<file path="config.mk">
export PLATFORM = sky130hd
export DESIGN_NAME = agc_core
export DESIGN_NICKNAME = d
export VERILOG_FILES = /design/src/pkg/agc_pkg.sv /design/src/hw/agc_core.sv
export SDC_FILE = /design/constraint.sdc
export NUM_CORES = 1
export LEC_CHECK = 0
export BUFFER_PORTS_ARGS = -buffer_cell sky130_fd_sc_hd__buf_4
export CORE_MARGIN = 2
export CORE_UTILIZATION = 55
export DETAILED_ROUTE_END_ITERATION = 8
export PLACE_DENSITY_LB_ADDON = 0.08
export SLEW_MARGIN = 20
export SYNTH_ARGS = -nofsm -noshare
export SYNTH_HDL_FRONTEND = slang
export SYNTH_SLANG_ARGS = --single-unit
</file>
<file path="constraint.sdc">
create_clock -name clk -period 3.6 [get_ports clk]
set_input_delay 0.18 -clock clk [delete_from_list [all_inputs] [get_ports clk]]
set_output_delay 0.18 -clock clk [all_outputs]
set_load 0.01 [all_outputs]
</file>
<file path="src/pkg/agc_pkg.sv">
// Constants for the record-channel automatic gain control block.
// Assumes a byte-wide register port and a sample strobe at the ADC rate.
package agc_pkg;

	// ****************************************
	// Register offsets
	// ****************************************
	localparam logic [6:0] AGC_OFS_RSV_A = 7'h54;
	localparam logic [6:0] AGC_OFS_RSV_B = 7'h55;
	localparam logic [6:0] AGC_OFS_EN_TGT = 7'h56;
	localparam logic [6:0] AGC_OFS_HYST_NOISE = 7'h57;
	localparam logic [6:0] AGC_OFS_CEIL = 7'h58;
	localparam logic [6:0] AGC_OFS_ATTACK = 7'h59;
	localparam logic [6:0] AGC_OFS_DECAY = 7'h5a;

	// ****************************************
	// Field positions and reset values
	// ****************************************
	localparam int unsigned AGC_EN_BIT = 7;
	localparam int unsigned AGC_TGT_LSB = 4;
	localparam int unsigned AGC_HYST_LSB = 6;
	localparam int unsigned AGC_NOISE_LSB = 1;
	localparam int unsigned AGC_TIME_LSB = 3;
	localparam logic [6:0] AGC_CEIL_RST = 7'h7f;
	// Reserved slots power up undefined; a plain value stands in
	localparam logic [7:0] AGC_RSV_RST = 8'h00;

	// ****************************************
	// Levels in half-dB units
	// ****************************************
	localparam logic [6:0] AGC_CEIL_TOP = 7'h77;
	localparam logic signed [7:0] AGC_GAIN_MIN = 8'she8;
	localparam logic signed [7:0] AGC_GAIN_ZERO = 8'sh00;
	localparam logic [9:0] AGC_NOISE_BASE = 10'h038;
	localparam int unsigned AGC_NOISE_STEP_SHIFT = 2;

	// ****************************************
	// Timing units, as powers of two of sample periods
	// ****************************************
	localparam int unsigned AGC_ATK_UNIT_SHIFT = 5;
	localparam int unsigned AGC_DCY_UNIT_SHIFT = 9;
	localparam int unsigned AGC_CNT_W = 22;

	typedef enum logic [1:0] {
		AGC_HOLD,
		AGC_ATTACK,
		AGC_DECAY
	} agc_phase_type;

endpackage : agc_pkg

</file>
<file path="src/hw/agc_core.sv">
// Automatic gain control for the mono record channel, with its config registers.
// Assumes sample_valid and level come from ADC logic on the same clock, one
// strobe per ADC sample, and that registers are written over the byte port.
`timescale 1ns/1ns

// Operation
// - The loop adjusts gain only while the enable bit is set, else it is bypassed at 0 dB.
// - A three-bit target code picks -5.5, -8, -10, -12, -14, -17, -20 or -24 dB.
// - A two-bit hysteresis code picks 1, 2 or 4 dB, and code 11 turns it off.
// - A zero noise-threshold code turns noise and silence detection off.
// - Nonzero noise codes give thresholds from -30 dB down to -90 dB in 2 dB steps.
// - The seven-bit ceiling caps the applied gain at 0 to 59.5 dB in half-dB steps.
// - The attack code n sets a base time of 2n+1 units of 32 samples.
// - The attack multiplier m scales the attack time by two to the power m.
// - The decay code n sets a base time of 2n+1 units of 512 samples.
// - The decay multiplier m scales the decay time by two to the power m.
// - All attack and decay timing counts ADC sample periods, not clock cycles.
module agc_core
	import agc_pkg::*;
#(
	parameter int unsigned LEVEL_W = 8
) (
	input wire logic clk,
	input wire logic arst_n,
	input wire logic [6:0] reg_addr,
	input wire logic reg_wr,
	input wire logic reg_rd,
	input wire logic [7:0] reg_wdata,
	output logic [7:0] reg_rdata,
	input wire logic sample_valid,
	input wire logic [LEVEL_W-1:0] level,
	output logic signed [7:0] gain,
	output logic active,
	output logic silence
);

	// ****************************************
	// State
	// ****************************************
	typedef struct packed {
		logic en;
		logic [2:0] tgt;
		logic [1:0] hyst;
		logic [4:0] noise;
		logic [6:0] ceil;
		logic [7:0] atk;
		logic [7:0] dcy;
		logic [7:0] rsv_a;
		logic [7:0] rsv_b;
		logic [7:0] rdata;
		logic signed [7:0] gain;
		logic silence;
		agc_phase_type phase;
		logic [AGC_CNT_W-1:0] cnt;
	} agc_state_type;

	agc_state_type q;
	agc_state_type d;

	// ****************************************
	// Decoders
	// ****************************************

	// Target as attenuation below full scale, half-dB units
	function automatic logic signed [9:0] agc_target(input logic [2:0] code);
		logic signed [9:0] t;
		t = 10'sd0;
		unique case (code)
			3'h0: t = 10'sd11;
			3'h1: t = 10'sd16;
			3'h2: t = 10'sd20;
			3'h3: t = 10'sd24;
			3'h4: t = 10'sd28;
			3'h5: t = 10'sd34;
			3'h6: t = 10'sd40;
			3'h7: t = 10'sd48;
		endcase
		return t;
	endfunction : agc_target

	// Hysteresis band in half-dB units
	function automatic logic signed [9:0] agc_hyst(input logic [1:0] code);
		logic signed [9:0] h;
		h = 10'sd0;
		unique case (code)
			2'h0: h = 10'sd2;
			2'h1: h = 10'sd4;
			2'h2: h = 10'sd8;
			2'h3: h = 10'sd0;
		endcase
		return h;
	endfunction : agc_hyst

	// Step period in samples: (2n+1) units, unit a power of two, times 2^m
	function automatic logic [AGC_CNT_W-1:0] agc_period(
		input logic [7:0] code,
		input int unsigned unit_shift
	);
		logic [AGC_CNT_W-1:0] p;
		p = {{(AGC_CNT_W-6){1'b0}}, code[7:AGC_TIME_LSB], 1'b1};
		p = p << unit_shift;
		p = p << code[AGC_TIME_LSB-1:0];
		return p;
	endfunction : agc_period

	// ****************************************
	// Loop arithmetic
	// ****************************************
	logic signed [9:0] out_att;
	logic signed [9:0] tgt_att;
	logic [9:0] noise_att;
	logic [6:0] ceil_eff;
	logic signed [7:0] ceil_gain;
	logic loud;
	logic quiet;
	logic below_noise;
	logic [AGC_CNT_W-1:0] atk_period;
	logic [AGC_CNT_W-1:0] dcy_period;
	logic [AGC_CNT_W-1:0] cur_period;
	agc_phase_type want;

	// Output level is input attenuation less applied gain; smaller means louder
	assign out_att = $signed({{(10-LEVEL_W){1'b0}}, level}) - $signed({{2{q.gain[7]}}, q.gain});
	assign tgt_att = agc_target(q.tgt);
	assign noise_att = AGC_NOISE_BASE + 10'({q.noise, {AGC_NOISE_STEP_SHIFT{1'b0}}});
	// A reserved ceiling code is held at the top legal value rather than trusted
	assign ceil_eff = (q.ceil > AGC_CEIL_TOP) ? AGC_CEIL_TOP : q.ceil;
	assign ceil_gain = $signed({1'b0, ceil_eff});
	assign loud = out_att < (tgt_att - agc_hyst(q.hyst));
	assign quiet = out_att > tgt_att;
	assign below_noise = (q.noise != 5'h00) && ({{(10-LEVEL_W){1'b0}}, level} > noise_att);
	assign atk_period = agc_period(q.atk, AGC_ATK_UNIT_SHIFT);
	assign dcy_period = agc_period(q.dcy, AGC_DCY_UNIT_SHIFT);
	assign cur_period = (q.phase == AGC_ATTACK) ? atk_period : dcy_period;

	// Direction the loop wants to move this sample
	always_comb begin
		want = AGC_HOLD;
		if (loud) begin
			want = AGC_ATTACK;
		end else if (quiet && !below_noise && (q.gain < ceil_gain)) begin
			want = AGC_DECAY;
		end
	end

	// ****************************************
	// Next state
	// ****************************************
	// Register port, then one loop step per ADC sample strobe
	always_comb begin
		d = q;
		if (reg_wr) begin
			// Reserved bits are dropped; they read back as zero
			unique case (reg_addr)
				AGC_OFS_RSV_A: d.rsv_a = reg_wdata;
				AGC_OFS_RSV_B: d.rsv_b = reg_wdata;
				AGC_OFS_EN_TGT: begin
					d.en = reg_wdata[AGC_EN_BIT];
					d.tgt = reg_wdata[AGC_TGT_LSB+:3];
				end
				AGC_OFS_HYST_NOISE: begin
					d.hyst = reg_wdata[AGC_HYST_LSB+:2];
					d.noise = reg_wdata[AGC_NOISE_LSB+:5];
				end
				AGC_OFS_CEIL: d.ceil = reg_wdata[6:0];
				AGC_OFS_ATTACK: d.atk = reg_wdata;
				AGC_OFS_DECAY: d.dcy = reg_wdata;
				default: ;
			endcase
		end
		if (reg_rd) begin
			unique case (reg_addr)
				AGC_OFS_RSV_A: d.rdata = q.rsv_a;
				AGC_OFS_RSV_B: d.rdata = q.rsv_b;
				AGC_OFS_EN_TGT: d.rdata = {q.en, q.tgt, 4'h0};
				AGC_OFS_HYST_NOISE: d.rdata = {q.hyst, q.noise, 1'b0};
				AGC_OFS_CEIL: d.rdata = {1'b0, q.ceil};
				AGC_OFS_ATTACK: d.rdata = q.atk;
				AGC_OFS_DECAY: d.rdata = q.dcy;
				default: d.rdata = 8'h00;
			endcase
		end
		// Timers advance only on sample strobes, so they track the record rate
		if (sample_valid) begin
			if (!q.en) begin
				// Bypass: unity gain and a clean restart when enabled again
				d.gain = AGC_GAIN_ZERO;
				d.phase = AGC_HOLD;
				d.cnt = '0;
				d.silence = 1'b0;
			end else begin
				d.silence = below_noise;
				if (q.gain > ceil_gain) begin
					// Ceiling lowered under us: walk down one step per sample
					d.gain = q.gain - 8'sd1;
					d.phase = AGC_HOLD;
					d.cnt = '0;
				end else if (want != q.phase) begin
					// Direction change restarts the time constant
					d.phase = want;
					d.cnt = '0;
				end else if (q.phase != AGC_HOLD) begin
					if (q.cnt + 1'b1 >= cur_period) begin
						d.cnt = '0;
						if (q.phase == AGC_ATTACK) begin
							if (q.gain > AGC_GAIN_MIN) begin
								d.gain = q.gain - 8'sd1;
							end
						end else begin
							d.gain = q.gain + 8'sd1;
						end
					end else begin
						d.cnt = q.cnt + 1'b1;
					end
				end
			end
		end
	end

	// ****************************************
	// Registers
	// ****************************************
	always_ff @(posedge clk or negedge arst_n) begin
		if (!arst_n) begin
			q <= '{
				en: 1'b0,
				tgt: 3'h0,
				hyst: 2'h0,
				noise: 5'h00,
				ceil: AGC_CEIL_RST,
				atk: 8'h00,
				dcy: 8'h00,
				rsv_a: AGC_RSV_RST,
				rsv_b: AGC_RSV_RST,
				rdata: 8'h00,
				gain: AGC_GAIN_ZERO,
				silence: 1'b0,
				phase: AGC_HOLD,
				cnt: '0
			};
		end else begin
			q <= d;
		end
	end

	// ****************************************
	// Outputs, all straight from flops
	// ****************************************
	assign reg_rdata = q.rdata;
	assign gain = q.gain;
	assign active = q.en;
	assign silence = q.silence;

endmodule : agc_core

</file>
======== After elaboration in Yosys (flattened, before gate mapping) ========
Memory sizes are Yosys's and may differ from the RTL's.
Index checks and enable logic that the tools add are counted.
storage, ports and cells
  logic and storage cells ................. 84
  input bits .............................. 28
  output and inout port bits .............. 18
  flip-flop bits (word level) ............. 91
  memories kept ........................... 1
  ROM bits ................................ 48
cells by class
  shifts and indexed selects .............. 2
  equal/unequal tests ..................... 18
  reduce and logical (&&, ||, !) cells .... 17
  magnitude comparators ................... 8
  mux-type cells .......................... 18
  add/sub/neg operators ................... 6
memory list
  name              words  width  read ports  clocked after memory_dff  wr ports  line            source
  (name not given)  8      6      1           0                         0         agc_core.sv:68  unique case (code)
operators with widths
  operator               number
  $mux 22                4
  $pmux 8 s7             1
  $eq 7x7->1 const B     7
  $mux 8                 6
  $pmux 10 s4            1
  $mux 33                1
  $mux 24                1
  $add 22x1->22 const B  1
  $ge 22x22->1           1
  $shl 11x3->22          1
  $shl 15x3->22          1
  $reduce_and 2->1       9
  $gt 8x8->1             2
  $gt 10x10->1           1
  $lt 10x10->1           1
  $sub 10x10->10         1
  $sub 9x8->10           1
  $ne 3x1->1 const B     3
  $add 6x7->8 const A    1
  $add 8x2->8 const B    1
  $gt 8x6->1 const B     1
  $lt 8x8->1             1
  $sub 8x2->8 const B    1
  $gt 7x7->1 const B     1
  other kinds (14)       20

======== Logic depth before layout (Yosys ltp) ========
Gate-level depths: netlist of run 1.
  depth in word-level cells ............... 12
  depth in mapped cells ................... 20
  mapped depth without buffers ............ 19

======== Least setup slack after synthesis of run 1 ========
No wires, ideal clock.
  path kind ............................... flip-flop to flip-flop
  from .................................... register q[87] (netlist bit)
  to ...................................... register q[17] (netlist bit)
  arrival time ............................ 3.665 ns
  path slack .............................. -0.186 ns
  required time ........................... 3.479 ns
  cell stages (with the launch flop) ...... 21
  path buffers ............................ 1
  library setup time ...................... 0.121 ns
  period minus slack after synthesis ...... 3.786 ns
  cell sequence ........................... dfrtp_1 inv_1 ha_1 nor2b_1 a21oi_1 ha_1 fa_1 nor2b_1 nor3_1 ha_1 inv_1 ha_1 nor2b_1 a31o_2 a2bb2oi_1 a21boi_0 nor3b_1 a211oi_2 buf_2 o21ai_0 a22o_1
between the ends
  word-level cells in the longest chain between the ends .. 10
  elaborated cells between the ends (all ways) .. 14
  those cells by class .................... 1 x add/sub; 2 x order compare; 2 x eq/ne; 5 x mux; 3 x reduce/logical; 1 x memory
RTL lines
  element                                                 line             source
  start: declaration                                      agc_core.sv:57   agc_state_type q;
  start signal: assignment                                agc_core.sv:225  q <= '{
  $mem_v2 8x6 *                                           --
  branches (longest 4 deep; another with $sub 10x10->10)  --
  $mux 2 *                                                agc_core.sv:139  if (loud) begin
  $ne 2x2->1 *                                            agc_core.sv:198  end else if (want != q.phase) begin
  $mux 22                                                 agc_core.sv:198
  $mux 24                                                 agc_core.sv:193  if (q.gain > ceil_gain) begin
  $mux 33                                                 agc_core.sv:185  if (!q.en) begin
Every way passes the cells marked *.
A chain may end at the register's enable or synchronous reset.

======== Worst setup path in the final report of run 1 ========
  from .................................... register q[88] (netlist bit)
  to ...................................... register q[21] (netlist bit)
The elaborated chain is that of the path after synthesis.

==> metrics.cfg, run 1 <==
[outcome]
status=finished with violations
violations=setup timing

[setup_path]
cp-end-kind=flip-flop
crit_required_ns=3.84
arrival_ns=4.15
worst-path-max-fanout=21
worst_setup_path_start_kind=flip-flop
path_class=reg2reg

[routing]
wl_per_cell_microns=18.4
ant_nets=0
num_vias=6409
vias_per_cell=5.99
totalWireLength_microns=19700
first_iter_violations=509
drc=0
dr.pass1.iters=5

[global_routing]
grt_max_degree=75
grt_pass1_wl_microns=32400
grt_overflow=0
antenna_found_initial=0
grt_pass1_vias=6482
gr-usage-all-layers=0.292

[clocking]
clock_latency_ns=0.36
cts_sinks=91
cts_tree=done
htreeDepth=3
clockBufferDepth=2
numCtsBuffers=9
root_buffer=clkbuf_16
clk_pin_slew_ns=0.07

[synthesis]
synth_nets=878
synth-seq-area-share=0.322
synth_top_family_by_area=compound AO/OA/AOI/OAI gates
synth_edf_count=0
synth_area_sq_um=7090
avgSynthCellArea_sq_um=9.07
synth-simple-area-share=0.160
synth_flop_cell=dfrtp_1
ys_seq_elements=91
async_flop_share=1.00
synth_fa_ha_area_frac=0.124
ys_types=70
synthMuxAreaShare=0.114
yosys_warnings=0
synth_xor_area_frac=0.0358
netlist_instances=782
synth_compound_area_frac=0.184

[sta]
rsz0062_at_grt=yes
max_freq_ghz=0.256
layout_setup_ws_ns=-0.310
clock-skew-final_ns=0.0113
setup_viol=30
hold_viol=0
tightest_slew_ns=0.962
slew_headroom=0.359
min_period_ns=3.91
hold_slack_ns=0.0740
finalCritPeriodShare=1.09
slew_violations=0

[placement]
dp_hpwl_microns=14400
gp_congestion=0.925
dp_cells=1042
dp_slack_ns=-0.306
port_buffers=45

[floorplan]
rows=41
die-width_microns=118
start_util=0.562
core_area_sq_um=12600
pin_count=46
die_h_microns=118
dieArea_sq_um=13800

[final_layout]
nFillCells=992
drive_gt1_frac=0.316
final_cell_mix=buf_4, dfrtp_1, nand2_1, ha_1, mux2_2
diodes=0
finalNetCount=989
fin_cells=1070
synthToLayoutAreaGrowth_pct=24.6
layout_commonest_cell=buf_4

[power_and_ir_drop]
irDropWorstVdd_uv=575
leakagePower_nw=4.11
finalPower_mw=5.69
power_density_nw_per_um2=644

[min_path]
hold_class=in2reg

[run]
drv_cap=0

-- what timing repair did --
action                                  4_1_cts  5_1_grt
buffers inserted                              6        4
pin swaps                                    18        8
resized for setup                            55       21
gates cloned                                  1        0
endpoints found under the setup margin       30       31
hold buffers                                  1        0
endpoints found under the hold margin         5        0
-- per-layer routing --
metal  vias up  global-route usage  share of wire
met1      3099               0.383           0.44
li1       3043                   -              -
met5         -                   0              0
met3        61              0.0552          0.051
met2       206               0.465           0.47
met4         0               0.146          0.040
-- Yosys cell counts (15+ instances only) --
cell / instances / share of area
clkbuf_1: 25 / 0.013
nor2b_1: 15 / 0.013
a21oi_1: 27 / 0.019
o21ai_0: 57 / 0.040
dfrtp_1: 84 / 0.30
nand3_1: 26 / 0.018
xnor2_1: 17 / 0.021
mux2_2: 54 / 0.086
o22ai_1: 15 / 0.013
mux2i_1: 20 / 0.028
buf_4: 16 / 0.017
ha_1: 66 / 0.12
nand2_1: 75 / 0.040
nor2_1: 45 / 0.024
inv_1: 48 / 0.025
-- flip-flops by register name, summed over array words and instances, names as in the netlist --
name       cells
reg_rdata      8
silence        1
gain           8
q             73
active         1
-- final timing paths --
| check | from | endpoint | slack (ns) | cells past startpoint |
|---|---|---|---|---|
| worst max-delay path | q[88] | q[21] | -0.31 | 19 |
| worst min-delay path | reg_rd | reg_rdata[6] | 0.07 | 2 |
| worst max register to register | q[88] | q[21] | -0.31 | 19 |
| worst min register to register | q[54] | q[54] | 0.51 | 1 |
| max in group asynchronous | arst_n | q[67] | 2.26 | 3 |
| min in group asynchronous | arst_n | gain[2] | 0.49 | 2 |
-- critical path, stage by stage (launching register included) --
cell and delay (ns):
dfrtp_1 0.43, inv_2 0.09, ha_4 0.17, mux2_4 0.28, ha_4 0.24, nor2b_4 0.12
o21ai_2 0.12, nand2b_1 0.13, buf_4 0.17, xnor2_1 0.20, ha_1 0.30, nand2b_1 0.11
nand3_2 0.10, o2111ai_2 0.27, a21boi_2 0.11, nor3b_4 0.16, a211oi_4 0.33, buf_12 0.19
o21ai_1 0.06, a22o_1 0.22
-- where the power goes --
part	switching [mW]	total, mW	internal, mW
clock network	0.445	0.995	0.550
registers	0.110	1.24	1.13
logic	1.81	3.45	1.64
total	2.37	5.69	3.33
-- area by class of cell --
type / instances / area, sq um / share of cell area
Sequential cell: 91 / 2290 / 0.259
Multi-Input combinational cell: 596 / 4700 / 0.532
Clock buffer: 9 / 225 / 0.0255
Tap cell: 172 / 215 / 0.0244
Clock inverter: 7 / 80.1 / 0.00906
Timing Repair Buffer: 147 / 1150 / 0.131
Inverter: 48 / 180 / 0.0204
-- cells by family after synthesis --
family | after synthesis
AOI/OAI and AO/OA | 191
buffers and inverters | 95
muxes | 74
xor gates and xnor gates | 29
and+or+nand+nor | 233
adders and majority gates | 69
DFF | 91
-- stage by stage --
step,setup TNS (ns),instance area [sq um],util
final,-6.78,8840,0.700
after global routing,-12.64,8840,0.700
after CTS,-2.96,8730,0.692
after detailed placement,-5.76,8140,0.645
after global placement,-2.02,8140,0.645
after floorplan,0,7130,-
Power figures use the tool's default switching activity.
==> run 2: changes to the inputs <==
Settings changed: GPL_TIMING_DRIVEN set to 0.
==> run 2 against run 1 <==
- the run still ends with setup timing left
- via count increased by 0.33%
- fmax decreased by 1.5%
- clock skew about the same
- register-to-register slack got worse by 0.06 ns
- critical path depth increased by 2
- first-iteration DRC count decreased by 3.5%
- largest cell class unchanged
==> metrics.cfg, run 2 (synthesized netlist as in run 1, its figures left out) <==
[global_routing]
antenna_found_initial=0
grt_pass1_wl_microns=31800
grt_max_degree=92
grt_pass1_vias=6291
gr-usage-all-layers=0.285
grt_overflow=0

[setup_path]
crit_slowest_cell=dfrtp_2
worst-path-max-fanout=5
worst_setup_path_start_kind=flip-flop
cpLargestDelayFamily=compound AO/OA/AOI/OAI gates
critPathMaxStageDelay_ns=0.43
path_class=reg2reg
path_buf_inv=5
cp-end-kind=flip-flop
arrival_ns=4.22
path_cells=inv_4 > ha_4 > mux2_4 > ha_4 > nor2b_4 > o21ai_2 > nand2b_1 > buf_4 > xnor2_2 > ha_1 > o2111ai_1 > nand3_1 > o2111ai_2 > buf_4 > a21boi_2 > nor3b_4 > a211oi_4 > buf_6 > nor2_4 > buf_6 > a22o_1
crit_required_ns=3.85

[routing]
ant_nets=0
wl_per_cell_microns=19.1
vias_per_cell=6.04
dr.pass1.iters=5
met1_length_microns=8670
wl_met3_microns=1040
drc=0
top_layer=met4
totalWireLength_microns=20300
num_vias=6430
first_iter_violations=491
wl_met2_microns=9910

[sta]
tightest_slew_ns=0.867
min_period_ns=3.97
slew_headroom=0.422
rsz0062_at_grt=yes
setup_viol=30
max_freq_ghz=0.252
clock-skew-final_ns=0.0117
layout_setup_ws_ns=-0.369
slew_violations=0
hold_slack_ns=0.0945
hold_viol=0
setup_tns_ns=-9.07
finalCritPeriodShare=1.10

[outcome]
violations=setup timing
status=finished with violations

[final_layout]
final_cell_mix=buf_4, dfrtp_1, nand2_1, ha_1, mux2_2
synthToLayoutAreaGrowth_pct=27.8
largest-register=q
finalNetCount=984
layout_commonest_cell=buf_4
diodes=0
final_area_sq_um=9060
largest_reg_flops=73
drive_gt1_frac=0.355

[clocking]
clock_latency_ns=0.36
cts_sinks=91
clockBufferDepth=2
numCtsBuffers=9
root_buffer=clkbuf_16
cts_tree=done
clk_pin_slew_ns=0.08
htreeDepth=3

[power_and_ir_drop]
p_sw_mw=2.64
irDropWorstVdd_uv=633
clkPwrFrac=0.161
leakagePower_nw=4.08
p_int_mw=3.48
power_frac_seq=0.210
pwr-share-comb=0.629
power_density_nw_per_um2=676
swShare=0.431

[floorplan]
die-width_microns=118
rows=41
dieArea_sq_um=13800
core_area_sq_um=12600
die_h_microns=118
pin_count=46
start_util=0.562

[placement]
dp_slack_ns=-0.637
dpl_cell_area_sq_um=7660
gp_congestion=0.951
dp_hpwl_microns=13800
port_buffers=41

[run]
drv_cap=0

[min_path]
hold_class=in2reg

[run 2: cell count changes in the layout (fill, tap and decap cells not counted), moves of 6 or more]
cell      delta
buf_6        +6
dfrtp_2      +6
clkbuf_1    +16
o21ai_2     +16
o21ai_0     -15
buf_4       -37
dfrtp_1      -6
[run 2: worst paths after layout]
| path | from | end | slack (ns) | cells past startpoint |
|---|---|---|---|---|
| setup / recovery | q[88] | q[9] | -0.37 | 21 |
| hold / removal | reg_wdata[7] | active | 0.09 | 3 |
| setup reg to reg | q[88] | q[9] | -0.37 | 21 |
| hold reg to reg | q[42] | q[42] | 0.51 | 1 |
| max in group asynchronous | arst_n | q[23] | 2.47 | 2 |
| min in group asynchronous | arst_n | gain[3] | 0.47 | 2 |
[run 2: per-layer routing]
metal | global-route usage | vias up
li1 | - | 3037
met1 | 0.376 | 3122
met2 | 0.470 | 217
met3 | 0.0465 | 54
met4 | 0.114 | 0
met5 | 0 | -
[run 2: repair_timing]
action / 4_1_cts / 5_1_grt
hold endpoints to repair: 0 / 21
gates resized for setup: 109 / 86
pin swaps: 35 / 56
buffers inserted: 34 / 18
setup endpoints to repair: 31 / 31
cloned: 3 / 1
hold buffers: 0 / 1
[run 2: worst register-to-register path: stages, from the launching register on]
cell and delay (ns):
dfrtp_2 0.43, inv_4 0.06, ha_4 0.16, mux2_4 0.28
ha_4 0.22, nor2b_4 0.12, o21ai_2 0.17, nand2b_1 0.12
buf_4 0.16, xnor2_2 0.12, ha_1 0.32, o2111ai_1 0.10
nand3_1 0.16, o2111ai_2 0.27, buf_4 0.17, a21boi_2 0.06
nor3b_4 0.16, a211oi_4 0.21, buf_6 0.16, nor2_4 0.05
buf_6 0.15, a22o_1 0.23
[run 2: power groups by stage]
stage	clock network, mW	logic, mW	registers [mW]
6_report	0.988	3.85	1.28
3_3_place_gp	0	2.31	1.29
3_5_place_dp	0	2.41	1.30
2_1_floorplan	0	1.81	1.24
4_1_cts	0.993	3.11	1.27
5_1_grt	1.04	4.14	1.30
[run 2: cell type report]
class                   count  area (sq um)
multi-input cells         596          4990
fillers                   904          3560
flip-flops and latches     91          2290
repair buffers             95           763
plain buffers              47           305
clock buffers               9           225
well taps                 172           215
inverters                  48           185
clock inverters             7          78.8
[run 2: through the flow]
stage	utilization	instances	total power, mW
5_1_grt	0.718	1065	6.48
3_3_place_gp	0.607	995	3.60
3_5_place_dp	0.607	995	3.71
2_1_floorplan	-	782	3.06
4_1_cts	0.679	1048	5.38
6_report	0.718	1065	6.12
==> run 3: changes to the inputs <==
Settings changed: BUFFER_PORTS_ARGS -buffer_cell sky130_fd_sc_hd__buf_4 to -buffer_cell sky130_fd_sc_hd__buf_2, CTS_BUF_LIST set to sky130_fd_sc_hd__clkbuf_4 sky130_fd_sc_hd__clkbuf_8 sky130_fd_sc_hd__clkbuf_16.
==> run 3 against run 2 <==
- the flow still finishes with violations (setup timing)
- register-to-register slack gained 0.08 ns
- non-clock buffer count grew 2
- worst hold slack gained 0.058 ns
- final cell count grew 0.19%
- total power shrank 2.9%
- setup slack gained 0.076 ns
- clock power shrank 3.6%
- sequential power is essentially flat
- die area is the same
==> metrics.cfg, run 3 (synthesized netlist as in run 1, its figures left out) <==
[outcome]
status=finished with violations
violations=setup timing

[sta]
setup_viol=30
min_period_ns=3.89
slew_headroom=0.463
hold_slack_ns=0.153
hold_viol=0
finalCritPeriodShare=1.08
max_freq_ghz=0.257
tightest_slew_ns=0.799
layout_setup_ws_ns=-0.293
setup_tns_ns=-6.84
slew_violations=0
clock-skew-final_ns=0.00839
rsz0062_at_grt=yes

[setup_path]
reg2regPathDepth=19
rr_endpoint=gain[7]
ff2ff_setup_slack_ns=-0.29
worst_setup_path_start_kind=flip-flop
path_class=reg2reg
arrival_ns=4.12
crit_required_ns=3.83
regToRegStartpoint=q[88]
cp-end-kind=flip-flop
worst-path-max-fanout=7
startpoint=q[88]

[final_layout]
layout_commonest_cell=dfrtp_1
largest-register=q
final_area_sq_um=8900
final_cell_mix=dfrtp_1, nand2_1, buf_4, ha_1, mux2_2
diodes=0
synthToLayoutAreaGrowth_pct=25.5
largest_reg_flops=73
drive_gt1_frac=0.351
fin_util=0.705
finalNetCount=986
fin_cells=1067

[routing]
ant_nets=0
wl_per_cell_microns=19.2
totalWireLength_microns=20500
dr.pass1.iters=5
num_vias=6454
vias_per_cell=6.05
first_iter_violations=484
drc=0

[floorplan]
die_h_microns=118
core_area_sq_um=12600
dieArea_sq_um=13800
pin_count=46
start_util=0.562
rows=41
die-width_microns=118

[placement]
gp_congestion=0.921
dp_cells=996
port_buffers=41
dpl_cell_area_sq_um=7590
dp_hpwl_microns=14300

[global_routing]
antenna_found_initial=0
grt_overflow=0
grt_pass1_vias=6490
gr-usage-all-layers=0.292
grt_pass1_wl_microns=32500
grt_max_degree=48

[clocking]
clk_pin_slew_ns=0.07
clockBufferDepth=2
htreeDepth=3
cts_tree=done
clock_latency_ns=0.36
cts_sinks=91
root_buffer=clkbuf_16
numCtsBuffers=9

[min_path]
whs_path_depth=3
hold_class=in2reg
min_to=active
hold_start=reg_wdata[7]

[power_and_ir_drop]
irDropWorstVdd_uv=703
leakagePower_nw=4.06
power_density_nw_per_um2=669

[run]
drv_cap=0

run 3: cell types whose count changed in the layout (fill, tap and decap cells not counted), sizes merged:
cell / change
buf: +8
clkbuf: -6
clkinvlp: +2
clkinv: -1
inv: -1
run 3: worst max-delay path: stages, from the launching register on:
cell	delay [ns]
dfrtp_2	0.45
inv_4	0.09
ha_4	0.20
mux2_4	0.30
inv_4	0.06
ha_4	0.19
nor2b_4	0.13
or3_4	0.34
ha_4	0.28
a21o_1	0.15
nand2_2	0.07
a31o_4	0.26
a2bb2oi_4	0.15
a21boi_2	0.17
nand3_1	0.12
o211ai_1	0.23
buf_4	0.19
buf_8	0.13
a21boi_2	0.16
o22ai_2	0.07
run 3: metrics by stage:
stage	total power, mW	setup slack, ns
final	5.95	-0.293
after detailed placement	3.70	-0.663
after global routing	6.31	-0.421
after CTS	5.36	-0.242
after floorplan	3.06	0.0159
after global placement	3.58	-0.587
run 3: worst max-delay path by stage:
stage / endpoint / slack, ns
6_report: gain[7] / -0.29
3_3_place_gp: gain[7] / -0.59
2_1_floorplan: q[17] / 0.02
3_5_place_dp: gain[7] / -0.66
4_1_cts: q[14] / -0.24
5_1_grt: gain[7] / -0.42
run 3: timing repair:
action | 4_1_cts | 5_1_grt
resized for setup | 106 | 70
setup endpoints to repair | 31 | 31
buffers inserted | 32 | 21
hold buffers | 1 | 0
cloned | 2 | 0
pin swaps | 40 | 36
hold endpoints to repair | 42 | 0
run 3: per-layer routing:
| metal | global-route usage | wire length (microns) | up-vias |
|---|---|---|---|
| li1 | - | - | 3037 |
| met1 | 0.374 | 8700 | 3126 |
| met2 | 0.498 | 9990 | 225 |
| met3 | 0.0334 | 982 | 66 |
| met4 | 0.133 | 842 | 0 |
| met5 | 0 | 0 | - |
run 3: cell type report:
cell class              instances  area, sq um
clock inverters                 7         71.3
plain buffers                  46          294
fillers                       997         3720
well taps                     172          215
multi-input cells             596         4930
flip-flops and latches         91         2290
clock buffers                   9          225
inverters                      48          188
repair buffers                 98          677
run 3: report_power, final:
part | internal, mW | total (mW) | switching [mW]
Combinational | 1.76 | 3.71 | 1.96
Clock | 0.488 | 0.952 | 0.465
Sequential | 1.14 | 1.28 | 0.148
Total | 3.38 | 5.95 | 2.57
